$ cat src/hdl/qoshc_pkg.sv
// constants for the sample/hold array controller
`default_nettype none
package qoshc_pkg;
	// ==================================================================
	// clock and timing figures
	localparam int T_CLK_NS     = 10;
	localparam int T_ACQ_NS     = 4000;
	localparam int T_PW_NS      = 100;
	localparam int T_DS_NS      = 100;
	localparam int T_DH_NS      = 100;
	localparam int T_REFRESH_MS = 100;
	// least times round up to whole cycles
	localparam int ACQ_CYC = (T_ACQ_NS + T_CLK_NS - 1) / T_CLK_NS;
	localparam int PW_CYC  = (T_PW_NS + T_CLK_NS - 1) / T_CLK_NS;
	localparam int DS_CYC  = (T_DS_NS + T_CLK_NS - 1) / T_CLK_NS;
	localparam int DH_CYC  = (T_DH_NS + T_CLK_NS - 1) / T_CLK_NS;
	localparam int SETUP_CYC = (PW_CYC > DS_CYC) ? PW_CYC : DS_CYC;
	// longest time rounds down
	localparam int REFRESH_CYC_DEFAULT = T_REFRESH_MS * 1000000 / T_CLK_NS;
	// ==================================================================
	// widths and fixed values
	localparam int ADDR_W  = 3;
	localparam int MUX_N   = 4;
	localparam int TMR_W   = 16;
	localparam int RCNT_W  = 32;
	localparam logic [MUX_N-1:0] MODE_ALL_HOLD = 4'hF;
	localparam logic [MUX_N-1:0] MASK_NONE     = 4'h0;
	localparam logic [ADDR_W-1:0] ADDR_RESET   = 3'h0;
	// ==================================================================
	// sequencer states
	typedef enum logic [2:0] {
		ST_IDLE   = 3'b000,
		ST_SETUP  = 3'b001,
		ST_SAMPLE = 3'b010,
		ST_HOLD   = 3'b011,
		ST_DONE   = 3'b100
	} qoshc_state_t;
endpackage
`default_nettype wire

$ cat src/hdl/qoshc_ctrl.sv
// controller driving the address and mode lines of the sample/hold array
// Functional notes
// - drive only one mode line low at a time, others high; with SINGLE_ONLY clear, all pending lines go low together.
// - simultaneous sampling lengthens sampling by the number sampling.
// - resample every held channel at least every 100 ms.
// - all lines hold while address changes; address never moves in sample.
// - address stays stable after hold rise and is set up beforehand.
// - one-at-a-time lines suit an active-low 2-to-4 decoder.
// - keep a mode line low at least 4 us per sample.
`timescale 1ns/1ps
`default_nettype none
module qoshc_ctrl
	import qoshc_pkg::*;
#(
	parameter int unsigned REFRESH_CYCLES = REFRESH_CYC_DEFAULT,
	parameter bit          SINGLE_ONLY    = 1'b1
) (
	input  wire logic              clk,
	input  wire logic              rstn,
	input  wire logic              start,
	input  wire logic [ADDR_W-1:0] start_address,
	input  wire logic [MUX_N-1:0]  start_mask,
	input  wire logic              refresh_clear,
	output logic                   busy,
	output logic                   done,
	output logic                   refresh_due,
	output logic [ADDR_W-1:0]      channel_address,
	output logic [MUX_N-1:0]       mux_mode_select
);
	logic               rst_meta_n;
	logic               rst_n_sync;
	qoshc_state_t       state;
	qoshc_state_t       next_state;
	logic [MUX_N-1:0]   pend;
	logic [MUX_N-1:0]   next_pend;
	logic [MUX_N-1:0]   group;
	logic [MUX_N-1:0]   next_group;
	logic [ADDR_W-1:0]  next_addr;
	logic [MUX_N-1:0]   next_mode;
	logic               next_busy;
	logic               next_done;
	logic               tmr_load;
	logic [TMR_W-1:0]   tmr_value;
	logic               tmr_expired;
	logic [RCNT_W-1:0]  rcnt;
	logic [RCNT_W-1:0]  next_rcnt;
	logic               next_due;
	logic               wrap;

	// ==================================================================
	// reset release
	always_ff @(posedge clk or negedge rstn) begin
		if (!rstn) begin
			rst_meta_n <= 1'b0;
			rst_n_sync <= 1'b0;
		end else begin
			rst_meta_n <= 1'b1;
			rst_n_sync <= rst_meta_n;
		end
	end

	// ==================================================================
	// helpers
	function automatic logic [MUX_N-1:0] lowest(input logic [MUX_N-1:0] m);
		lowest = m & MUX_N'(~m + 4'h1);
	endfunction

	function automatic logic [TMR_W-1:0] acq_len(input logic [MUX_N-1:0] m);
		logic [2:0] n;
		n = 3'(m[0]) + 3'(m[1]) + 3'(m[2]) + 3'(m[3]);
		acq_len = TMR_W'(ACQ_CYC) * TMR_W'(n) - 16'h0001;
	endfunction

	qoshc_timer #(.W(TMR_W)) u_timer (
		.clk        (clk),
		.rst_n      (rst_n_sync),
		.load       (tmr_load),
		.load_value (tmr_value),
		.expired    (tmr_expired)
	);

	// ==================================================================
	// sequencer
	always_comb begin
		logic [MUX_N-1:0] grp;
		grp        = MASK_NONE;
		next_state = state;
		next_addr  = channel_address;
		next_mode  = mux_mode_select;
		next_pend  = pend;
		next_group = group;
		next_busy  = busy;
		next_done  = 1'b0;
		tmr_load   = 1'b0;
		tmr_value  = '0;
		case (state)
			ST_IDLE: begin
				next_mode = MODE_ALL_HOLD;
				if (start && start_mask != MASK_NONE) begin
					// address moves only while every line holds
					next_addr  = start_address;
					next_pend  = start_mask;
					next_busy  = 1'b1;
					next_state = ST_SETUP;
					tmr_load   = 1'b1;
					tmr_value  = TMR_W'(SETUP_CYC - 1);
				end
			end
			ST_SETUP: begin
				if (tmr_expired) begin
					grp        = SINGLE_ONLY ? lowest(pend) : pend;
					next_group = grp;
					next_mode  = ~grp;
					next_state = ST_SAMPLE;
					tmr_load   = 1'b1;
					tmr_value  = acq_len(grp);
				end
			end
			ST_SAMPLE: begin
				if (tmr_expired) begin
					next_mode  = MODE_ALL_HOLD;
					next_pend  = pend & ~group;
					next_state = ST_HOLD;
					tmr_load   = 1'b1;
					tmr_value  = TMR_W'(DH_CYC - 1);
				end
			end
			ST_HOLD: begin
				if (tmr_expired) begin
					if (pend != MASK_NONE) begin
						next_state = ST_SETUP;
						tmr_load   = 1'b1;
						tmr_value  = TMR_W'(SETUP_CYC - 1);
					end else begin
						next_state = ST_DONE;
					end
				end
			end
			ST_DONE: begin
				next_done  = 1'b1;
				next_busy  = 1'b0;
				next_state = ST_IDLE;
			end
			default: begin
				next_mode  = MODE_ALL_HOLD;
				next_busy  = 1'b0;
				next_state = ST_IDLE;
			end
		endcase
	end

	always_ff @(posedge clk or negedge rst_n_sync) begin
		if (!rst_n_sync) begin
			state           <= ST_IDLE;
			channel_address <= ADDR_RESET;
			mux_mode_select <= MODE_ALL_HOLD;
			pend            <= MASK_NONE;
			group           <= MASK_NONE;
			busy            <= 1'b0;
			done            <= 1'b0;
		end else begin
			state           <= next_state;
			channel_address <= next_addr;
			mux_mode_select <= next_mode;
			pend            <= next_pend;
			group           <= next_group;
			busy            <= next_busy;
			done            <= next_done;
		end
	end

	// ==================================================================
	// refresh period
	assign wrap = (rcnt == RCNT_W'(REFRESH_CYCLES - 1));

	always_comb begin
		next_rcnt = rcnt + 1'b1;
		if (refresh_clear || wrap) begin
			next_rcnt = '0;
		end
		// a period ending with the clear still flags
		next_due = wrap || (refresh_due && !refresh_clear);
	end

	always_ff @(posedge clk or negedge rst_n_sync) begin
		if (!rst_n_sync) begin
			rcnt        <= '0;
			refresh_due <= 1'b0;
		end else begin
			rcnt        <= next_rcnt;
			refresh_due <= next_due;
		end
	end

	// ==================================================================
	// checks
	logic [TMR_W-1:0] low_cnt;
	logic [TMR_W-1:0] addr_age;
	logic [TMR_W-1:0] high_age;
	logic [TMR_W-1:0] busy_age;
	wire              any_low = (mux_mode_select != MODE_ALL_HOLD);
	always_ff @(posedge clk or negedge rst_n_sync) begin
		if (!rst_n_sync) begin
			low_cnt  <= '0;
			addr_age <= '0;
			high_age <= 16'hFFFF;
			busy_age <= '0;
		end else begin
			low_cnt  <= any_low ? low_cnt + 1'b1 : '0;
			busy_age <= busy ? busy_age + 1'b1 : '0;
			if (next_addr != channel_address) begin
				addr_age <= '0;
			end else if (addr_age != 16'hFFFF) begin
				addr_age <= addr_age + 1'b1;
			end
			if (any_low) begin
				high_age <= '0;
			end else if (high_age != 16'hFFFF) begin
				high_age <= high_age + 1'b1;
			end
		end
	end

	property p_single_low;
		@(posedge clk) disable iff (!rst_n_sync)
		SINGLE_ONLY |-> $countones(~mux_mode_select) <= 1;
	endproperty
	a_single_low: assert property (p_single_low)
		else $error("more than one mode line low");

	property p_decoder_code;
		@(posedge clk) disable iff (!rst_n_sync)
		SINGLE_ONLY |-> $onehot0(~mux_mode_select);
	endproperty
	a_decoder_code: assert property (p_decoder_code)
		else $error("mode lines not a decoder pattern");

	property p_acq_len;
		@(posedge clk) disable iff (!rst_n_sync)
		(!any_low && $past(any_low)) |->
			low_cnt >= ACQ_CYC * $countones(~$past(mux_mode_select));
	endproperty
	a_acq_len: assert property (p_acq_len)
		else $error("sample interval too short");

	property p_addr_still;
		@(posedge clk) disable iff (!rst_n_sync)
		any_low |-> $stable(channel_address);
	endproperty
	a_addr_still: assert property (p_addr_still)
		else $error("address moved while sampling");

	property p_addr_setup;
		@(posedge clk) disable iff (!rst_n_sync)
		$rose(any_low) |-> addr_age >= SETUP_CYC;
	endproperty
	a_addr_setup: assert property (p_addr_setup)
		else $error("address not set up before sampling");

	property p_addr_hold;
		@(posedge clk) disable iff (!rst_n_sync)
		$changed(channel_address) |-> high_age >= DH_CYC;
	endproperty
	a_addr_hold: assert property (p_addr_hold)
		else $error("address changed too soon after hold");

	property p_refresh;
		@(posedge clk) disable iff (!rst_n_sync)
		wrap |=> refresh_due;
	endproperty
	a_refresh: assert property (p_refresh)
		else $error("refresh period end not flagged");

	property p_idle_hold;
		@(posedge clk) disable iff (!rst_n_sync)
		(state == ST_IDLE) |-> mux_mode_select == MODE_ALL_HOLD;
	endproperty
	a_idle_hold: assert property (p_idle_hold)
		else $error("mode line low while idle");
	property p_done_after;
		@(posedge clk) disable iff (!rst_n_sync)
		busy |-> busy_age <
			TMR_W'(MUX_N * (SETUP_CYC + MUX_N * ACQ_CYC + DH_CYC + 2));
	endproperty
	a_done_after: assert property (p_done_after)
		else $error("sequence did not finish");
	c_single: cover property (@(posedge clk) disable iff (!rst_n_sync)
		$rose(any_low) ##[1:1000] done);
	c_multi: cover property (@(posedge clk) disable iff (!rst_n_sync)
		$countones(~mux_mode_select) > 1);
	c_refresh: cover property (@(posedge clk) disable iff (!rst_n_sync)
		$rose(refresh_due));
endmodule
`default_nettype wire

$ cat src/hdl/qoshc_timer.sv
// phase timer: loads a count, runs down, flags zero
`timescale 1ns/1ps
`default_nettype none
module qoshc_timer #(
	parameter int W = 16
) (
	input  wire logic         clk,
	input  wire logic         rst_n,
	input  wire logic         load,
	input  wire logic [W-1:0] load_value,
	output logic              expired
);
	logic [W-1:0] count;
	logic [W-1:0] next_count;

	// ==================================================================
	// counter
	always_comb begin
		next_count = count;
		if (load) begin
			next_count = load_value;
		end else if (count != '0) begin
			next_count = count - 1'b1;
		end
	end

	always_ff @(posedge clk or negedge rst_n) begin
		if (!rst_n) begin
			count <= '0;
		end else begin
			count <= next_count;
		end
	end

	assign expired = (count == '0);
endmodule
`default_nettype wire

$ cat config.mk
export PLATFORM = sky130hd
export DESIGN_NAME = qoshc_ctrl
export DESIGN_NICKNAME = d
export VERILOG_FILES = /design/src/hdl/qoshc_pkg.sv /design/src/hdl/qoshc_ctrl.sv /design/src/hdl/qoshc_timer.sv
export SDC_FILE = /design/constraint.sdc
export NUM_CORES = 1
export LEC_CHECK = 0
export ABC_AREA = 0
export BUFFER_PORTS_ARGS = -buffer_cell sky130_fd_sc_hd__buf_2
export CAP_MARGIN = 5
export CELL_PAD_IN_SITES_DETAIL_PLACEMENT = 1
export CELL_PAD_IN_SITES_GLOBAL_PLACEMENT = 1
export CORE_UTILIZATION = 48
export DETAILED_ROUTE_END_ITERATION = 8
export PLACE_DENSITY = 0.87
export SKIP_CTS_REPAIR_TIMING = 1
export SLEW_MARGIN = 40
export SYNTH_ARGS = -nofsm -noshare
export SYNTH_HDL_FRONTEND = slang
export SYNTH_HIERARCHICAL = 1
export SYNTH_SLANG_ARGS = --single-unit
$ cat constraint.sdc
create_clock -name clk -period 2.3 [get_ports clk]
set_input_delay 0.23 -clock clk [delete_from_list [all_inputs] [get_ports clk]]
set_output_delay 0.23 -clock clk [all_outputs]
set_load 0.03 [all_outputs]
## Yosys cells after proc, flatten, opt, wreduce, memory -nomap -nowiden

Index checks and enable logic that the tools add are counted.
Widths: inputs -> output; s select.

- Input bits: 11
- Flip-flop bits (word level): 71
- Word-level logic and storage cells: 86
- Output and inout bits: 10

- Reductions and logical operators: 21
- Bitwise logic cells: 7
- Add/subtract/negate cells: 7
- Muxes and demuxes: 29
- Eq/ne operators: 9
- $mul: 1

Operators by type and width:

| cell | count |
|---|---|
| $pmux 16 s4 | 1 |
| $mux 16 | 3 |
| $add 32x1->32 const B | 1 |
| $eq 32x24->1 const B | 1 |
| $mux 32 | 1 |
| $mux 4 | 8 |
| $logic_not 16->1 | 1 |
| $reduce_bool 16->1 | 1 |
| $sub 16x1->16 const B | 1 |
| $mux 3 | 5 |
| $sub 12x1->13 const B | 1 |
| $not 4->4 | 3 |
| $pmux 3 s4 | 1 |
| $pmux 4 s3 | 1 |
| $and 4x4->4 | 2 |
| $mul 5x3->8 const A | 1 |
| $ne 2x2->1 const B | 4 |
| $pmux 4 s2 | 1 |
| $reduce_bool 4->1 | 2 |
| $eq 3x2->1 const B | 2 |
| $mux 1 | 6 |
| $reduce_and 2->1 | 3 |
| $reduce_and 3->1 | 2 |
| $add 4x1->4 const B | 1 |
| 16 further kinds | 21 |

## Longest topological paths before layout

Gate-level depths: netlist of run 1.

- Word-level depth: 11
- Mapped depth: 15
- Depth with buffers taken out: 15

## By module

Netlist of run 1, hierarchy kept.

By module, submodules not included:

| module | area each (µm²) | seq. area each (µm²) | times used | cells an instance |
|---|---|---|---|---|
| qoshc_ctrl | 2980.4 | 1381.3 | 1 | 315 |
| qoshc_timer | 1006.0 | 400.4 | 1 | 104 |

## Least setup slack after synthesis of run 1

OpenSTA, ideal clock, no wires.

- Kind: reg-to-reg
- Start point: register u_timer.count[0]
- End point: register u_timer.count[6]
- Cell stages (with the launch flop): 12
- Path buffers: 2
- Clock period less this slack: 2904 ps
- Data required time: 2158 ps
- Library setup time: 142 ps
- Path slack: -604 ps
- Data arrival time: 2762 ps
- Path through: dfrtp_1 -> inv_1 -> ha_1 -> nor3b_4 -> nand3_2 -> nor2_1 -> nand2b_1 -> nand2_1 -> a221oi_1 -> clkbuf_1 -> clkbuf_1 -> o221ai_1

- Longest elaborated chain between the ends: 4
- Elaborated cells on any way between the ends: 11
- Those cells by class: 1 x add/sub; 7 x mux; 3 x reduce/logical

Ends and longest elaborated chain:

| element | line | source |
|---|---|---|
| start, declared | qoshc_timer.sv:13 | `logic [W-1:0] count;` |
| start signal, assigned | qoshc_timer.sv:31 | `count <= next_count;` |
| $logic_not 16->1 * | qoshc_timer.sv:35 | `assign expired = (count == '0);` |
| net tmr_expired | qoshc_ctrl.sv:44 | `logic tmr_expired;` |
| $mux 1, on equally long branches | qoshc_ctrl.sv:129, qoshc_ctrl.sv:110, qoshc_ctrl.sv:120 |  |
| $pmux 1 s3 * | qoshc_ctrl.sv:96 | `case (state)` |
| net tmr_load | qoshc_ctrl.sv:42 | `logic tmr_load;` |
| $mux 16 or $reduce_bool 2->1 (tied branches) | - |  |

The timed path passes the listed nets; every way through them passes the cells marked *. The select of a mux whose other input is x is not followed.
A chain may end at the register's enable or synchronous reset.

## Final worst setup path of run 1

- Start point: register pend[0]
- End point: register u_timer.count[10]

- Longest elaborated chain between the ends: 11
- Elaborated cells on any way between the ends: 16
- Those cells by class: 5 x add/sub; 1 x mul; 6 x mux; 2 x bitwise; 2 x reduce/logical

Ends and longest elaborated chain:

| element | line | source |
|---|---|---|
| start, declared | qoshc_ctrl.sv:34 | `logic [MUX_N-1:0] pend;` |
| start signal, assigned | qoshc_ctrl.sv:165 | `pend <= next_pend;` |
| $not 4->4 | qoshc_ctrl.sv:65 | `lowest = m & MUX_N'(~m + 4'h1);` |
| $add 4x1->4 | qoshc_ctrl.sv:65 |  |
| $and 4x4->4 * | qoshc_ctrl.sv:65 |  |
| $add 1x1->2 | qoshc_ctrl.sv:70 | `n = 3'(m[0]) + 3'(m[1]) + 3'(m[2]) + 3'(m[3]);` |
| $add 2x1->3 | qoshc_ctrl.sv:70 |  |
| $add 3x1->3 * | qoshc_ctrl.sv:70 |  |
| $mul 5x3->8 * | qoshc_ctrl.sv:71 | `acq_len = TMR_W'(ACQ_CYC) * TMR_W'(n) - 16'h0001;` |
| $sub 12x1->13 * | qoshc_ctrl.sv:71 |  |
| $mux 16 * | qoshc_ctrl.sv:110 | `if (tmr_expired) begin` |
| $pmux 16 s4 * | qoshc_ctrl.sv:96 |  |
| net tmr_value[10] | qoshc_ctrl.sv:43 | `logic [TMR_W-1:0] tmr_value;` |
| $mux 16 * | qoshc_timer.sv:20 | `if (load) begin` |

The timed path passes the listed nets; every way through them passes the cells marked *.

==> results of run 1 <==
-- layer usage --
metal | vias to the layer above | part of all wire, % | GRT usage [%]
met3 | 51 | 3.7 | 6.10
met2 | 148 | 56 | 53.3
met4 | 0 | 4.3 | 10.8
met5 | - | 0 | 0
li1 | 1605 | - | -
met1 | 1876 | 36 | 28.4
-- power breakdown --
part	total, mW	internal (mW)	switching, mW
logic	0.0757	0.0246	0.0511
registers	1.27	1.26	0.0115
clock network	0.929	0.426	0.504
total	2.27	1.71	0.566
-- how the worst max path moves through the flow --
stage	end	slack, ns
final	u_timer/count[10]	-0.40
after global routing	u_timer/count[10]	-0.52
after CTS	u_timer/count[10]	-0.39
after detailed placement	u_timer/count[10]	-0.32
after global placement	u_timer/count[10]	-0.20
after floorplan	u_timer/count[10]	-0.24
-- stage by stage --
step	hold WS [ns]	util (%)
after floorplan	-0.0656	-
after global placement	0.0163	58.5
after detailed placement	0.0317	58.5
after CTS	-0.345	60.6
after global routing	0.0946	64.4
final	0.0970	64.4
-- final cells by class --
type | count | share of cell area, %
timing repair buffer | 75 | 11.9
multi-input combinational | 316 | 45.6
sequential | 71 | 35.1
tap | 102 | 2.51
clock inverter | 2 | 0.320
inverter | 21 | 1.60
clock buffer | 14 | 3.01
-- flip-flops by register name (all words and copies together) (netlist names) --
signal	count
rcnt	32
u_timer/count	16
group	4
mux_mode_select	4
pend	4
channel_address	3
state	3
busy	1
done	1
refresh_due	1
rst_meta_n	1
rst_n_sync	1
-- placed cells by master (no fill, tap or decap), drive strengths merged, types with 2 or more instances in the layout --
cell,Yosys,layout
dfrtp,67,67
o31ai,2,2
buf,5,72
clkbuf,6,16
fa,2,2
or4,3,3
nor4b,2,2
or2,2,2
a221o,6,6
and3,7,7
o31a,2,2
dfstp,4,4
o22ai,4,4
nand4,20,20
nor4,8,8
nand3,20,20
and4,2,2
a31oi,2,2
nand2,42,42
nand3b,2,2
o211a,6,6
nor2b,3,3
xnor2,17,17
nor3,9,9
nor2,61,61
inv,21,21
nor3b,2,2
ha,11,11
or3,2,2
nand4b,2,2
a21oi,12,12
xor2,24,24
nand2b,14,14
mux2,3,3
o21ai,11,11
a221oi,2,2
-- kinds of logic (layout without fill, tap and decap cells) --
kind of cell	count (synthesis)	count (layout)	synth area share, %
buffers and inverters	32	112	3.48
flip-flops	71	71	44.7
AO/OA/AOI/OAI	54	54	9.82
multiplexers	4	4	1.10
AND/OR/NAND/NOR	203	203	27.3
adder cells (fa/ha/maj)	13	13	4.46
other	1	1	0.0941
XOR/XNOR	41	41	9.01
-- worst register-to-register path: stages, from the launching register on --
cell	delay, ns
sky130_fd_sc_hd__dfrtp_1	0.42
sky130_fd_sc_hd__nor3_2	0.22
sky130_fd_sc_hd__nand2_1	0.12
sky130_fd_sc_hd__inv_2	0.08
sky130_fd_sc_hd__ha_4	0.20
sky130_fd_sc_hd__ha_4	0.29
sky130_fd_sc_hd__fa_1	0.44
sky130_fd_sc_hd__nand3b_1	0.23
sky130_fd_sc_hd__xnor2_1	0.18
sky130_fd_sc_hd__nor2_1	0.06
sky130_fd_sc_hd__a221o_1	0.35
==> run summary, run 1 <==
GRT
----------------------------------------------------------------------------------------------------
Pin count of the biggest net entering global routing                                              70
Wire length of the first global-routing pass                                                 18.3 mm
GR Overflow Total                                                                                  0
Number of global-route vias before repair                                                      3,775
GRT Util Overall                                                                               27.5%
Number of antenna violations at the first check in global routing                                  0

DETAILED ROUTING
----------------------------------------------------------------------------------------------------
WL/cell                                                                                 23.2 microns
Number of DRC violations after detailed-routing iteration 0                                      140
Overall routed net length                                                                    14.0 mm
Remaining design rule violation count                                                              0
Post-DRT Antenna Nets                                                                              0
Vias per inst                                                                                   6.12
Number of iterations in the first detailed-routing pass                                            5
Total via count in the routed design                                                           3,680

TIMING
----------------------------------------------------------------------------------------------------
Actual transition at the worst max-transition pin                                           0.704 ns
Setup Skew                                                                                 0.0121 ns
Max frequency                                                                                370 MHz
Hold Violations, Final                                                                             0
Number of failing setup endpoints in the final timing report                                      17
Portion of the clock cycle consumed by the worst path in the final layout                       117%
Accumulated negative setup slack                                                            -3.08 ns
Setup repair after global routing missed its margin                                              yes
Count of pins over their slew limit                                                                0
Tmin final                                                                                   2.70 ns
Worst slew margin                                                                              52.9%
Fin worst setup slack                                                                      -0.402 ns

CRITICAL PATH
----------------------------------------------------------------------------------------------------
Biggest cell delay along the critical path                                                   0.44 ns
Number of logic stages on the critical path including buffering                                   10
Startpoint-to-endpoint class of the critical path                                            reg2reg
Buffers and inverters on the worst path                                                            1
Critical Path Start                                                                          pend[0]
FF-to-FF setup slack                                                                        -0.40 ns
CP Max Fanout                                                                                      5
Startpoint types                                                                           flip-flop
Most frequent CP cell                                                                   sky130_fd_sc_hd__ha_4
Worst R2R Path Depth                                                                              10
Arrival time of data at the critical path endpoint                                           2.94 ns
Ordered cell list for the critical path                                                 nor3_2, nand2_1, inv_2, ha_4, ha_4, fa_1, nand3b_1, xnor2_1, nor2_1, a221o_1
Max stage delay cell, worst path                                                        sky130_fd_sc_hd__fa_1
R2r startpoint                                                                               pend[0]
Category of the worst setup path capture point                                             flip-flop
Endpoint of the most critical register-to-register path                                 u_timer/count[10]
CP top delay family                                                                      adder cells
Req. time, crit path                                                                         2.54 ns

FINAL LAYOUT
----------------------------------------------------------------------------------------------------
Total area of multi-input combinational cells                                             2310 sq um
Final layout net count                                                                           518
Final-layout fill cell count                                                                     847
Post-Layout Inst Area                                                                     5080 sq um
Syn-to-layout area delta                                                                       27.3%
Ant. Diodes                                                                                        0
Layout cells sized above 1                                                                     30.1%
Area taken by flip-flops and latches                                                      1780 sq um
Non-filler cells, final                                                                          601

POWER AND IR DROP
----------------------------------------------------------------------------------------------------
Static leakage                                                                               2.27 nW
Overall power of the completed layout                                                        2.27 mW
PwrDens                                                                                  448 nW/um^2
VDD IR-drop max                                                                               279 uV

YOSYS
----------------------------------------------------------------------------------------------------
Distinct cells, synth                                                                             56
Most area-consuming cells after synthesis                                               sky130_fd_sc_hd__dfrtp_1, sky130_fd_sc_hd__nor2_1, sky130_fd_sc_hd__xor2_1, sky130_fd_sc_hd__nand2_1, sky130_fd_sc_hd__xnor2_1
Leading cell type by number of instances after synthesis                                sky130_fd_sc_hd__dfrtp_1
Commonest cells in the netlist                                                          sky130_fd_sc_hd__dfrtp_1, sky130_fd_sc_hd__nor2_1, sky130_fd_sc_hd__nand2_1
Cell area after synthesis                                                                 3990 sq um
Number of flops mapped to enable cells by yosys                                                    0
Sequential fraction of the synthesis area                                                      44.7%
Number of warnings reported in the yosys synthesis log                                             6
Portion of synthesized cell area occupied by the leading cell type                             42.1%
Synthesized flop and latch total                                                                  71
Top_reg_cell synth                                                                      sky130_fd_sc_hd__dfrtp_1
Cell count after synthesis                                                                       419
Average footprint of a synthesized cell                                                   9.51 sq um
Post-synth net total                                                                             443
Largest area contributor in the netlist                                                 sky130_fd_sc_hd__dfrtp_1
Fraction of synthesis flops using an asynchronous set or reset pin                              100%

PLACE
----------------------------------------------------------------------------------------------------
Number of port buffers                                                                            20
Instance area at placement                                                                4610 sq um
Placer congestion estimate                                                                     0.826
Count of placed standard cells including taps                                                    572
Post-detailed-placement half-perimeter wirelength                                            8.04 mm
Post-placement setup slack                                                                 -0.323 ns

MIN PATH
----------------------------------------------------------------------------------------------------
Source of the worst hold timing path                                                    start_address[2]
Terminating pin of the worst hold path                                                  channel_address[2]
Number of stages on the worst hold path                                                            2
Worst hold path class                                                                         in2reg

CLOCK NETWORK
----------------------------------------------------------------------------------------------------
H-tree depth                                                                                       3
Number of buffers created by CTS                                                                   9
TritonCTS clock tree                                                                            done
Clock-pin slew reported for the worst setup and hold paths after clock tree synthesis        0.08 ns
Sink Count                                                                                        71
Cell at the root of the clock tree                                                      sky130_fd_sc_hd__clkbuf_8
Clock network latency to the later pin of the worst-skew pair                                0.37 ns
Clk buf depth                                                                                      2

JOB
----------------------------------------------------------------------------------------------------
Count of max-cap constraint violations                                                             0

FLOORPLANNING
----------------------------------------------------------------------------------------------------
Core footprint                                                                            7890 sq um
Initial core utilization                                                                       50.5%
# IOs                                                                                             21
Die Ht                                                                                  93.1 microns
Number of placement rows                                                                          32
Chip width                                                                              93.1 microns
Die Footprint                                                                             8670 sq um

STATUS
----------------------------------------------------------------------------------------------------
Violations in the final reports                                                         negative setup slack
Status                                                                                  finished with violations

(Power assumes the default switching activity.)
==> run 2: changes to the inputs <==
--- a/config.mk
+++ b/config.mk
@@ -10,6 +10,7 @@
 export CAP_MARGIN = 5
 export CELL_PAD_IN_SITES_DETAIL_PLACEMENT = 1
 export CELL_PAD_IN_SITES_GLOBAL_PLACEMENT = 1
+export CORE_MARGIN = 2
 export CORE_UTILIZATION = 48
 export DETAILED_ROUTE_END_ITERATION = 8
 export PLACE_DENSITY = 0.87
==> run summary, run 2 (same netlist as run 1, synthesis figures left out) <==
DETAILED ROUTING
----------------------------------------------------------------------------------------------------
Vias per inst                                                                                   6.16   was 6.12
WL/cell                                                                                 23.7 microns   was 23.2 microns
Met2 WL                                                                                      7.54 mm   was 7.76 mm
Number of DRC violations after detailed-routing iteration 0                                      214   was 140
Number of iterations in the first detailed-routing pass                                            5   unchanged
Remaining design rule violation count                                                              0   unchanged
Highest metal layer with signal wires                                                           met4   unchanged
Overall routed net length                                                                    14.4 mm   was 14.0 mm
Post-DRT Antenna Nets                                                                              0   unchanged
Wire length on met1                                                                          5.46 mm   was 5.07 mm
Total via count in the routed design                                                           3,734   was 3,680
Routed length on met3                                                                    660 microns   was 519 microns

TIMING
----------------------------------------------------------------------------------------------------
Portion of the clock cycle consumed by the worst path in the final layout                       132%   was 117%
Setup Skew                                                                                 0.0204 ns   was 0.0121 ns
Number of failing setup endpoints in the final timing report                                      23   was 17
Fin worst setup slack                                                                      -0.739 ns   was -0.402 ns
Actual transition at the worst max-transition pin                                           0.564 ns   was 0.704 ns
Count of pins over their slew limit                                                                0   unchanged
Hold Violations, Final                                                                             0   unchanged
Tmin final                                                                                   3.04 ns   was 2.70 ns
Max frequency                                                                                329 MHz   was 370 MHz
Accumulated negative setup slack                                                            -5.90 ns   was -3.08 ns
Worst slew margin                                                                              62.3%   was 52.9%
Setup repair after global routing missed its margin                                              yes   unchanged

PLACE
----------------------------------------------------------------------------------------------------
Placer congestion estimate                                                                     0.834   was 0.826
Post-detailed-placement half-perimeter wirelength                                            7.51 mm   was 8.04 mm
Number of port buffers                                                                            20   unchanged

GRT
----------------------------------------------------------------------------------------------------
Wire length of the first global-routing pass                                                 18.8 mm   was 18.3 mm
Pin count of the biggest net entering global routing                                              70   unchanged
Number of antenna violations at the first check in global routing                                  0   unchanged
GR Overflow Total                                                                                  0   unchanged
GRT Util Overall                                                                               27.0%   was 27.5%
Number of global-route vias before repair                                                      3,816   was 3,775

CRITICAL PATH
----------------------------------------------------------------------------------------------------
Startpoint types                                                                           flip-flop   unchanged
CP top delay family                                                                      adder cells   unchanged
CP Max Fanout                                                                                      3   was 5
Category of the worst setup path capture point                                             flip-flop   unchanged
Req. time, crit path                                                                         2.56 ns   was 2.54 ns
Ordered cell list for the critical path                                                 nor3_2, nand2_1, inv_2, ha_4, ha_4, ha_4, ha_1, ha_2, ha_2, a21oi_2, xor2_1, nor2_1, nand2b_1, o211a_1   was nor3_2, nand2_1, inv_2, ha_4, ha_4, fa_1, nand3b_1, xnor2_1, nor2_1, a221o_1
Arrival time of data at the critical path endpoint                                           3.30 ns   was 2.94 ns
Startpoint-to-endpoint class of the critical path                                            reg2reg   unchanged
Buffers and inverters on the worst path                                                            1   unchanged
Max stage delay cell, worst path                                                        sky130_fd_sc_hd__dfrtp_1   was sky130_fd_sc_hd__fa_1
Biggest cell delay along the critical path                                                   0.42 ns   was 0.44 ns
Most frequent CP cell                                                                   sky130_fd_sc_hd__ha_4   unchanged

CLOCK NETWORK
----------------------------------------------------------------------------------------------------
Number of buffers created by CTS                                                                   9   unchanged
Sink Count                                                                                        71   unchanged
Clock-pin slew reported for the worst setup and hold paths after clock tree synthesis        0.10 ns   was 0.08 ns
TritonCTS clock tree                                                                            done   unchanged
Clk buf depth                                                                                      2   unchanged
Cell at the root of the clock tree                                                      sky130_fd_sc_hd__clkbuf_8   unchanged
Clock network latency to the later pin of the worst-skew pair                                0.37 ns   about the same
H-tree depth                                                                                       3   unchanged

FINAL LAYOUT
----------------------------------------------------------------------------------------------------
Leading cell type in the layout, fill and taps excluded                                 sky130_fd_sc_hd__dfrtp_1   unchanged
Final-layout fill cell count                                                                     874   was 847
Syn-to-layout area delta                                                                       30.4%   was 27.3%
Largest register FFs                                                                              32   unchanged
Layout cells sized above 1                                                                     31.7%   was 30.1%
Top register by number of flip-flops                                                            rcnt   unchanged
Biggest registers after layout                                                          rcnt: 32 flops, u_timer/count: 16 flops   unchanged
Commonest cells after routing, fill and taps aside                                      sky130_fd_sc_hd__dfrtp_1, sky130_fd_sc_hd__nor2_1, sky130_fd_sc_hd__buf_4, sky130_fd_sc_hd__nand2_1, sky130_fd_sc_hd__xor2_1   unchanged
Final core occ                                                                                 63.9%   was 64.4%
Ant. Diodes                                                                                        0   unchanged
Final layout net count                                                                           520   was 518

STATUS
----------------------------------------------------------------------------------------------------
Violations in the final reports                                                         negative setup slack   unchanged
Status                                                                                  finished with violations   unchanged

FLOORPLANNING
----------------------------------------------------------------------------------------------------
Chip width                                                                              95.1 microns   was 93.1 microns
Core footprint                                                                            8130 sq um   was 7890 sq um
Number of placement rows                                                                          33   was 32
Die Ht                                                                                  95.1 microns   was 93.1 microns
# IOs                                                                                             21   unchanged
Initial core utilization                                                                       49.0%   was 50.5%
Die Footprint                                                                             9050 sq um   was 8670 sq um

MIN PATH
----------------------------------------------------------------------------------------------------
Worst hold path class                                                                         in2reg   unchanged

POWER AND IR DROP
----------------------------------------------------------------------------------------------------
VDD IR-drop max                                                                               342 uV   was 279 uV
PwrDens                                                                                  489 nW/um^2   was 448 nW/um^2
Static leakage                                                                               2.33 nW   was 2.27 nW

JOB
----------------------------------------------------------------------------------------------------
Count of max-cap constraint violations                                                             0   unchanged

## run 2: cell count changes in the layout (fill, tap and decap cells not counted), sizes merged
| cell | previous run | this run |
|---|---|---|
| buf | 72 | 74 |
| bufinv | 0 | 2 |
| clkbuf | 16 | 12 |
| clkinv | 1 | 2 |
| inv | 21 | 22 |
## run 2: layer usage
metal  global-route usage (%)  vias up
met3                     5.53       66
li1                         -     1616
met1                     30.3     1914
met5                        0        -
met4                     15.0        0
met2                     47.7      138
## run 2: report_power, final
part           switching (mW)  internal, mW
clock                   0.577         0.620
combinational          0.0523        0.0250
sequential             0.0118          1.26
## run 2: worst register-to-register path: cells and delay by family (launching register included)
family          cells  cell delay (ns)
simple gates        4             0.67
buf+inv             1             0.12
compound gates      2             0.27
fa+ha+maj           6             1.17
flops               1             0.42
xor+xnor            1             0.27
## run 2: area by class of cell
class / instances / area (sq um) / share of cell area (%)
Clock inverter: 6 / 93.8 / 1.80
Multi-Input combinational cell: 316 / 2340 / 44.9
Sequential cell: 71 / 1780 / 34.3
Clock buffer: 10 / 128 / 2.45
Timing Repair Buffer: 77 / 646 / 12.4
Inverter: 21 / 81.3 / 1.56
Tap cell: 105 / 131 / 2.53
## run 2: final timing paths
kind | startpoint | slack [ns] | depth (start not counted) | endpoint
min reg2reg | rst_n_sync | 0.30 | 1 | group[1]
min in group asynchronous | rstn | 0.18 | 2 | rst_n_sync
max reg2reg | pend[2] | -0.74 | 14 | u_timer/count[11]
min | start_address[0] | 0.11 | 2 | channel_address[0]
max | pend[2] | -0.74 | 14 | u_timer/count[11]
max in group asynchronous | rst_n_sync | 1.68 | 1 | mux_mode_select[1]
## run 2: per-stage QoR
step           power (mW)  instances  worst slack [ns]  hold WS [ns]  area [sq um]
6_report             2.54        606            -0.739         0.110          5200
5_1_grt              2.60        606            -0.851         0.111          5200
4_1_cts              2.50        589            -0.381        -0.368          4820
3_5_place_dp         1.36        573            -0.369        0.0222          4600
3_3_place_gp         1.36        573            -0.200        0.0141          4600
2_1_floorplan        1.33        419            -0.236       -0.0656          4120
==> run 3: changes to the inputs <==
--- a/config.mk
+++ b/config.mk
@@ -14,6 +14,7 @@
 export CORE_UTILIZATION = 48
 export DETAILED_ROUTE_END_ITERATION = 8
 export PLACE_DENSITY = 0.87
+export REMOVE_ABC_BUFFERS = 1
 export SKIP_CTS_REPAIR_TIMING = 1
 export SLEW_MARGIN = 40
 export SYNTH_ARGS = -nofsm -noshare
==> run summary, run 3 (same netlist as run 1, synthesis figures left out) <==
STATUS
----------------------------------------------------------------------------------------------------
Status                                                                                  finished with violations   unchanged
Violations in the final reports                                                         negative setup slack   unchanged

FLOORPLANNING
----------------------------------------------------------------------------------------------------
Core footprint                                                                            8130 sq um   unchanged
Die Footprint                                                                             9050 sq um   unchanged
# IOs                                                                                             21   unchanged
Chip width                                                                              95.1 microns   unchanged
Initial core utilization                                                                       49.0%   unchanged
Die Ht                                                                                  95.1 microns   unchanged
Number of placement rows                                                                          33   unchanged

CLOCK NETWORK
----------------------------------------------------------------------------------------------------
Cell at the root of the clock tree                                                      sky130_fd_sc_hd__clkbuf_8   unchanged
Sink Count                                                                                        71   unchanged
Clock-pin slew reported for the worst setup and hold paths after clock tree synthesis        0.09 ns   was 0.10 ns
H-tree depth                                                                                       3   unchanged
Clock network latency to the later pin of the worst-skew pair                                0.37 ns   about the same
Clk buf depth                                                                                      2   unchanged
TritonCTS clock tree                                                                            done   unchanged
Number of buffers created by CTS                                                                   9   unchanged

FINAL LAYOUT
----------------------------------------------------------------------------------------------------
Layout cells sized above 1                                                                     31.1%   was 31.7%
Final layout net count                                                                           527   was 520
Area taken by flip-flops and latches                                                      1780 sq um   unchanged
Top register by number of flip-flops                                                            rcnt   unchanged
Syn-to-layout area delta                                                                       29.8%   was 30.4%
Largest register FFs                                                                              32   unchanged
Post-Layout Inst Area                                                                     5170 sq um   was 5200 sq um
Total area of multi-input combinational cells                                             2270 sq um   was 2340 sq um
Commonest cells after routing, fill and taps aside                                      sky130_fd_sc_hd__dfrtp_1, sky130_fd_sc_hd__nor2_1, sky130_fd_sc_hd__buf_4, sky130_fd_sc_hd__nand2_1, sky130_fd_sc_hd__xor2_1   unchanged
Ant. Diodes                                                                                        0   unchanged
Final-layout fill cell count                                                                     893   was 874
Final core occ                                                                                 63.6%   was 63.9%
Leading cell type in the layout, fill and taps excluded                                 sky130_fd_sc_hd__dfrtp_1   unchanged
Biggest registers after layout                                                          rcnt: 32 flops, u_timer/count: 16 flops   unchanged

CRITICAL PATH
----------------------------------------------------------------------------------------------------
Req. time, crit path                                                                         2.55 ns   was 2.56 ns
Biggest cell delay along the critical path                                                   0.48 ns   was 0.42 ns
CP Max Fanout                                                                                      4   was 3
Max stage delay cell, worst path                                                        sky130_fd_sc_hd__fa_1   was sky130_fd_sc_hd__dfrtp_1
Most frequent CP cell                                                                   sky130_fd_sc_hd__ha_4   unchanged
Ordered cell list for the critical path                                                 nor3_2, nand2_1, inv_2, ha_4, ha_4, fa_1, nand3b_1, xnor2_1, nor2_1, a221o_1   was nor3_2, nand2_1, inv_2, ha_4, ha_4, ha_4, ha_1, ha_2, ha_2, a21oi_2, xor2_1, nor2_1, nand2b_1, o211a_1
Startpoint-to-endpoint class of the critical path                                            reg2reg   unchanged
Startpoint types                                                                           flip-flop   unchanged
Arrival time of data at the critical path endpoint                                           3.06 ns   was 3.30 ns
Category of the worst setup path capture point                                             flip-flop   unchanged

MIN PATH
----------------------------------------------------------------------------------------------------
Worst hold path class                                                                         in2reg   unchanged

JOB
----------------------------------------------------------------------------------------------------
Count of max-cap constraint violations                                                             0   unchanged

PLACE
----------------------------------------------------------------------------------------------------
Number of port buffers                                                                            20   unchanged
Post-detailed-placement half-perimeter wirelength                                            7.72 mm   was 7.51 mm
Placer congestion estimate                                                                     0.837   was 0.834
Instance area at placement                                                                4610 sq um   was 4600 sq um

DETAILED ROUTING
----------------------------------------------------------------------------------------------------
Overall routed net length                                                                    14.1 mm   was 14.4 mm
Routed length on met3                                                                    420 microns   was 660 microns
Total via count in the routed design                                                           3,695   was 3,734
Vias per inst                                                                                   6.03   was 6.16
Met2 WL                                                                                      7.78 mm   was 7.54 mm
Highest metal layer with signal wires                                                           met4   unchanged
Remaining design rule violation count                                                              0   unchanged
Post-DRT Antenna Nets                                                                              0   unchanged
WL/cell                                                                                 23.0 microns   was 23.7 microns
Wire length on met1                                                                          5.18 mm   was 5.46 mm
Number of DRC violations after detailed-routing iteration 0                                      247   was 214
Number of iterations in the first detailed-routing pass                                            4   was 5

GRT
----------------------------------------------------------------------------------------------------
Number of global-route vias before repair                                                      3,877   was 3,816
GRT Util Overall                                                                               27.0%   about the same
Pin count of the biggest net entering global routing                                              70   unchanged
GR Overflow Total                                                                                  0   unchanged
Wire length of the first global-routing pass                                                 18.8 mm   about the same
Number of antenna violations at the first check in global routing                                  0   unchanged

TIMING
----------------------------------------------------------------------------------------------------
Fin worst setup slack                                                                      -0.506 ns   was -0.739 ns
Number of failing setup endpoints in the final timing report                                      16   was 23
Worst hold margin                                                                           0.113 ns   was 0.110 ns
Setup repair after global routing missed its margin                                              yes   unchanged
Setup Skew                                                                                 0.0167 ns   was 0.0204 ns
Actual transition at the worst max-transition pin                                           0.675 ns   was 0.564 ns
Hold Violations, Final                                                                             0   unchanged
Max frequency                                                                                356 MHz   was 329 MHz
Worst slew margin                                                                              54.9%   was 62.3%
Portion of the clock cycle consumed by the worst path in the final layout                       122%   was 132%
Tmin final                                                                                   2.81 ns   was 3.04 ns
Count of pins over their slew limit                                                                0   unchanged

POWER AND IR DROP
----------------------------------------------------------------------------------------------------
Static leakage                                                                               2.33 nW   about the same
PwrDens                                                                                  532 nW/um^2   was 489 nW/um^2
VDD IR-drop max                                                                               346 uV   was 342 uV

run 3: cell types whose count changed in the layout (fill, tap and decap cells not counted), sizes merged:
cell,before,now
clkinv,2,0
clkbuf,12,11
bufinv,2,4
inv,22,21
buf,74,83
run 3: area by class of cell:
class	count	area share [%]
Inverter	21	1.52
Sequential cell	71	34.5
Clock buffer	11	2.93
Timing Repair Buffer	84	12.3
Tap cell	105	2.54
Clock inverter	5	2.47
Multi-Input combinational cell	316	43.8
run 3: worst paths after layout:
kind                             startpoint            endpoint  slack [ns]  cells past startpoint
max                                 pend[2]   u_timer/count[10]       -0.51                     10
min                        start_address[1]  channel_address[1]        0.11                      2
max reg2reg                         pend[2]   u_timer/count[10]       -0.51                     10
min reg2reg                      rst_n_sync         refresh_due        0.26                      1
max in group asynchronous        rst_n_sync  mux_mode_select[1]        1.69                      1
min in group asynchronous              rstn          rst_n_sync        0.18                      2
run 3: routing by layer:
| metal | vias to the layer above | global-route usage, % |
|---|---|---|
| met4 | 0 | 12.3 |
| met2 | 104 | 51.5 |
| met1 | 1904 | 28.6 |
| li1 | 1623 | - |
| met5 | - | 0 |
| met3 | 64 | 4.51 |
run 3: power by group:
group | internal (mW) | total, mW | switching, mW | leakage, nW
combinational | 0.0250 | 0.0772 | 0.0523 | 1.29
sequential | 1.26 | 1.27 | 0.0113 | 0.899
clock | 0.890 | 1.41 | 0.518 | 0.136
run 3: per-stage QoR:
stage / power [mW] / setup slack [ns] / setup TNS (ns) / std cells
detailed placement: 1.36 / -0.603 / -4.49 / 589
finish: 2.75 / -0.506 / -4.14 / 613
global placement: 1.36 / -0.422 / -2.55 / 589
global route: 2.81 / -0.567 / -5.44 / 613
CTS: 2.74 / -0.627 / -6.03 / 605
floorplan: 1.32 / -1.96 / -29.74 / 408
run 3: worst max-delay path, delay by kind of cell, from the launching register on:
kind	cells	cell delay, ns
simple gates	4	0.70
fa+ha+maj	3	0.94
buf+inv	1	0.09
compound gates	1	0.31
xor+xnor	1	0.25
flops	1	0.41
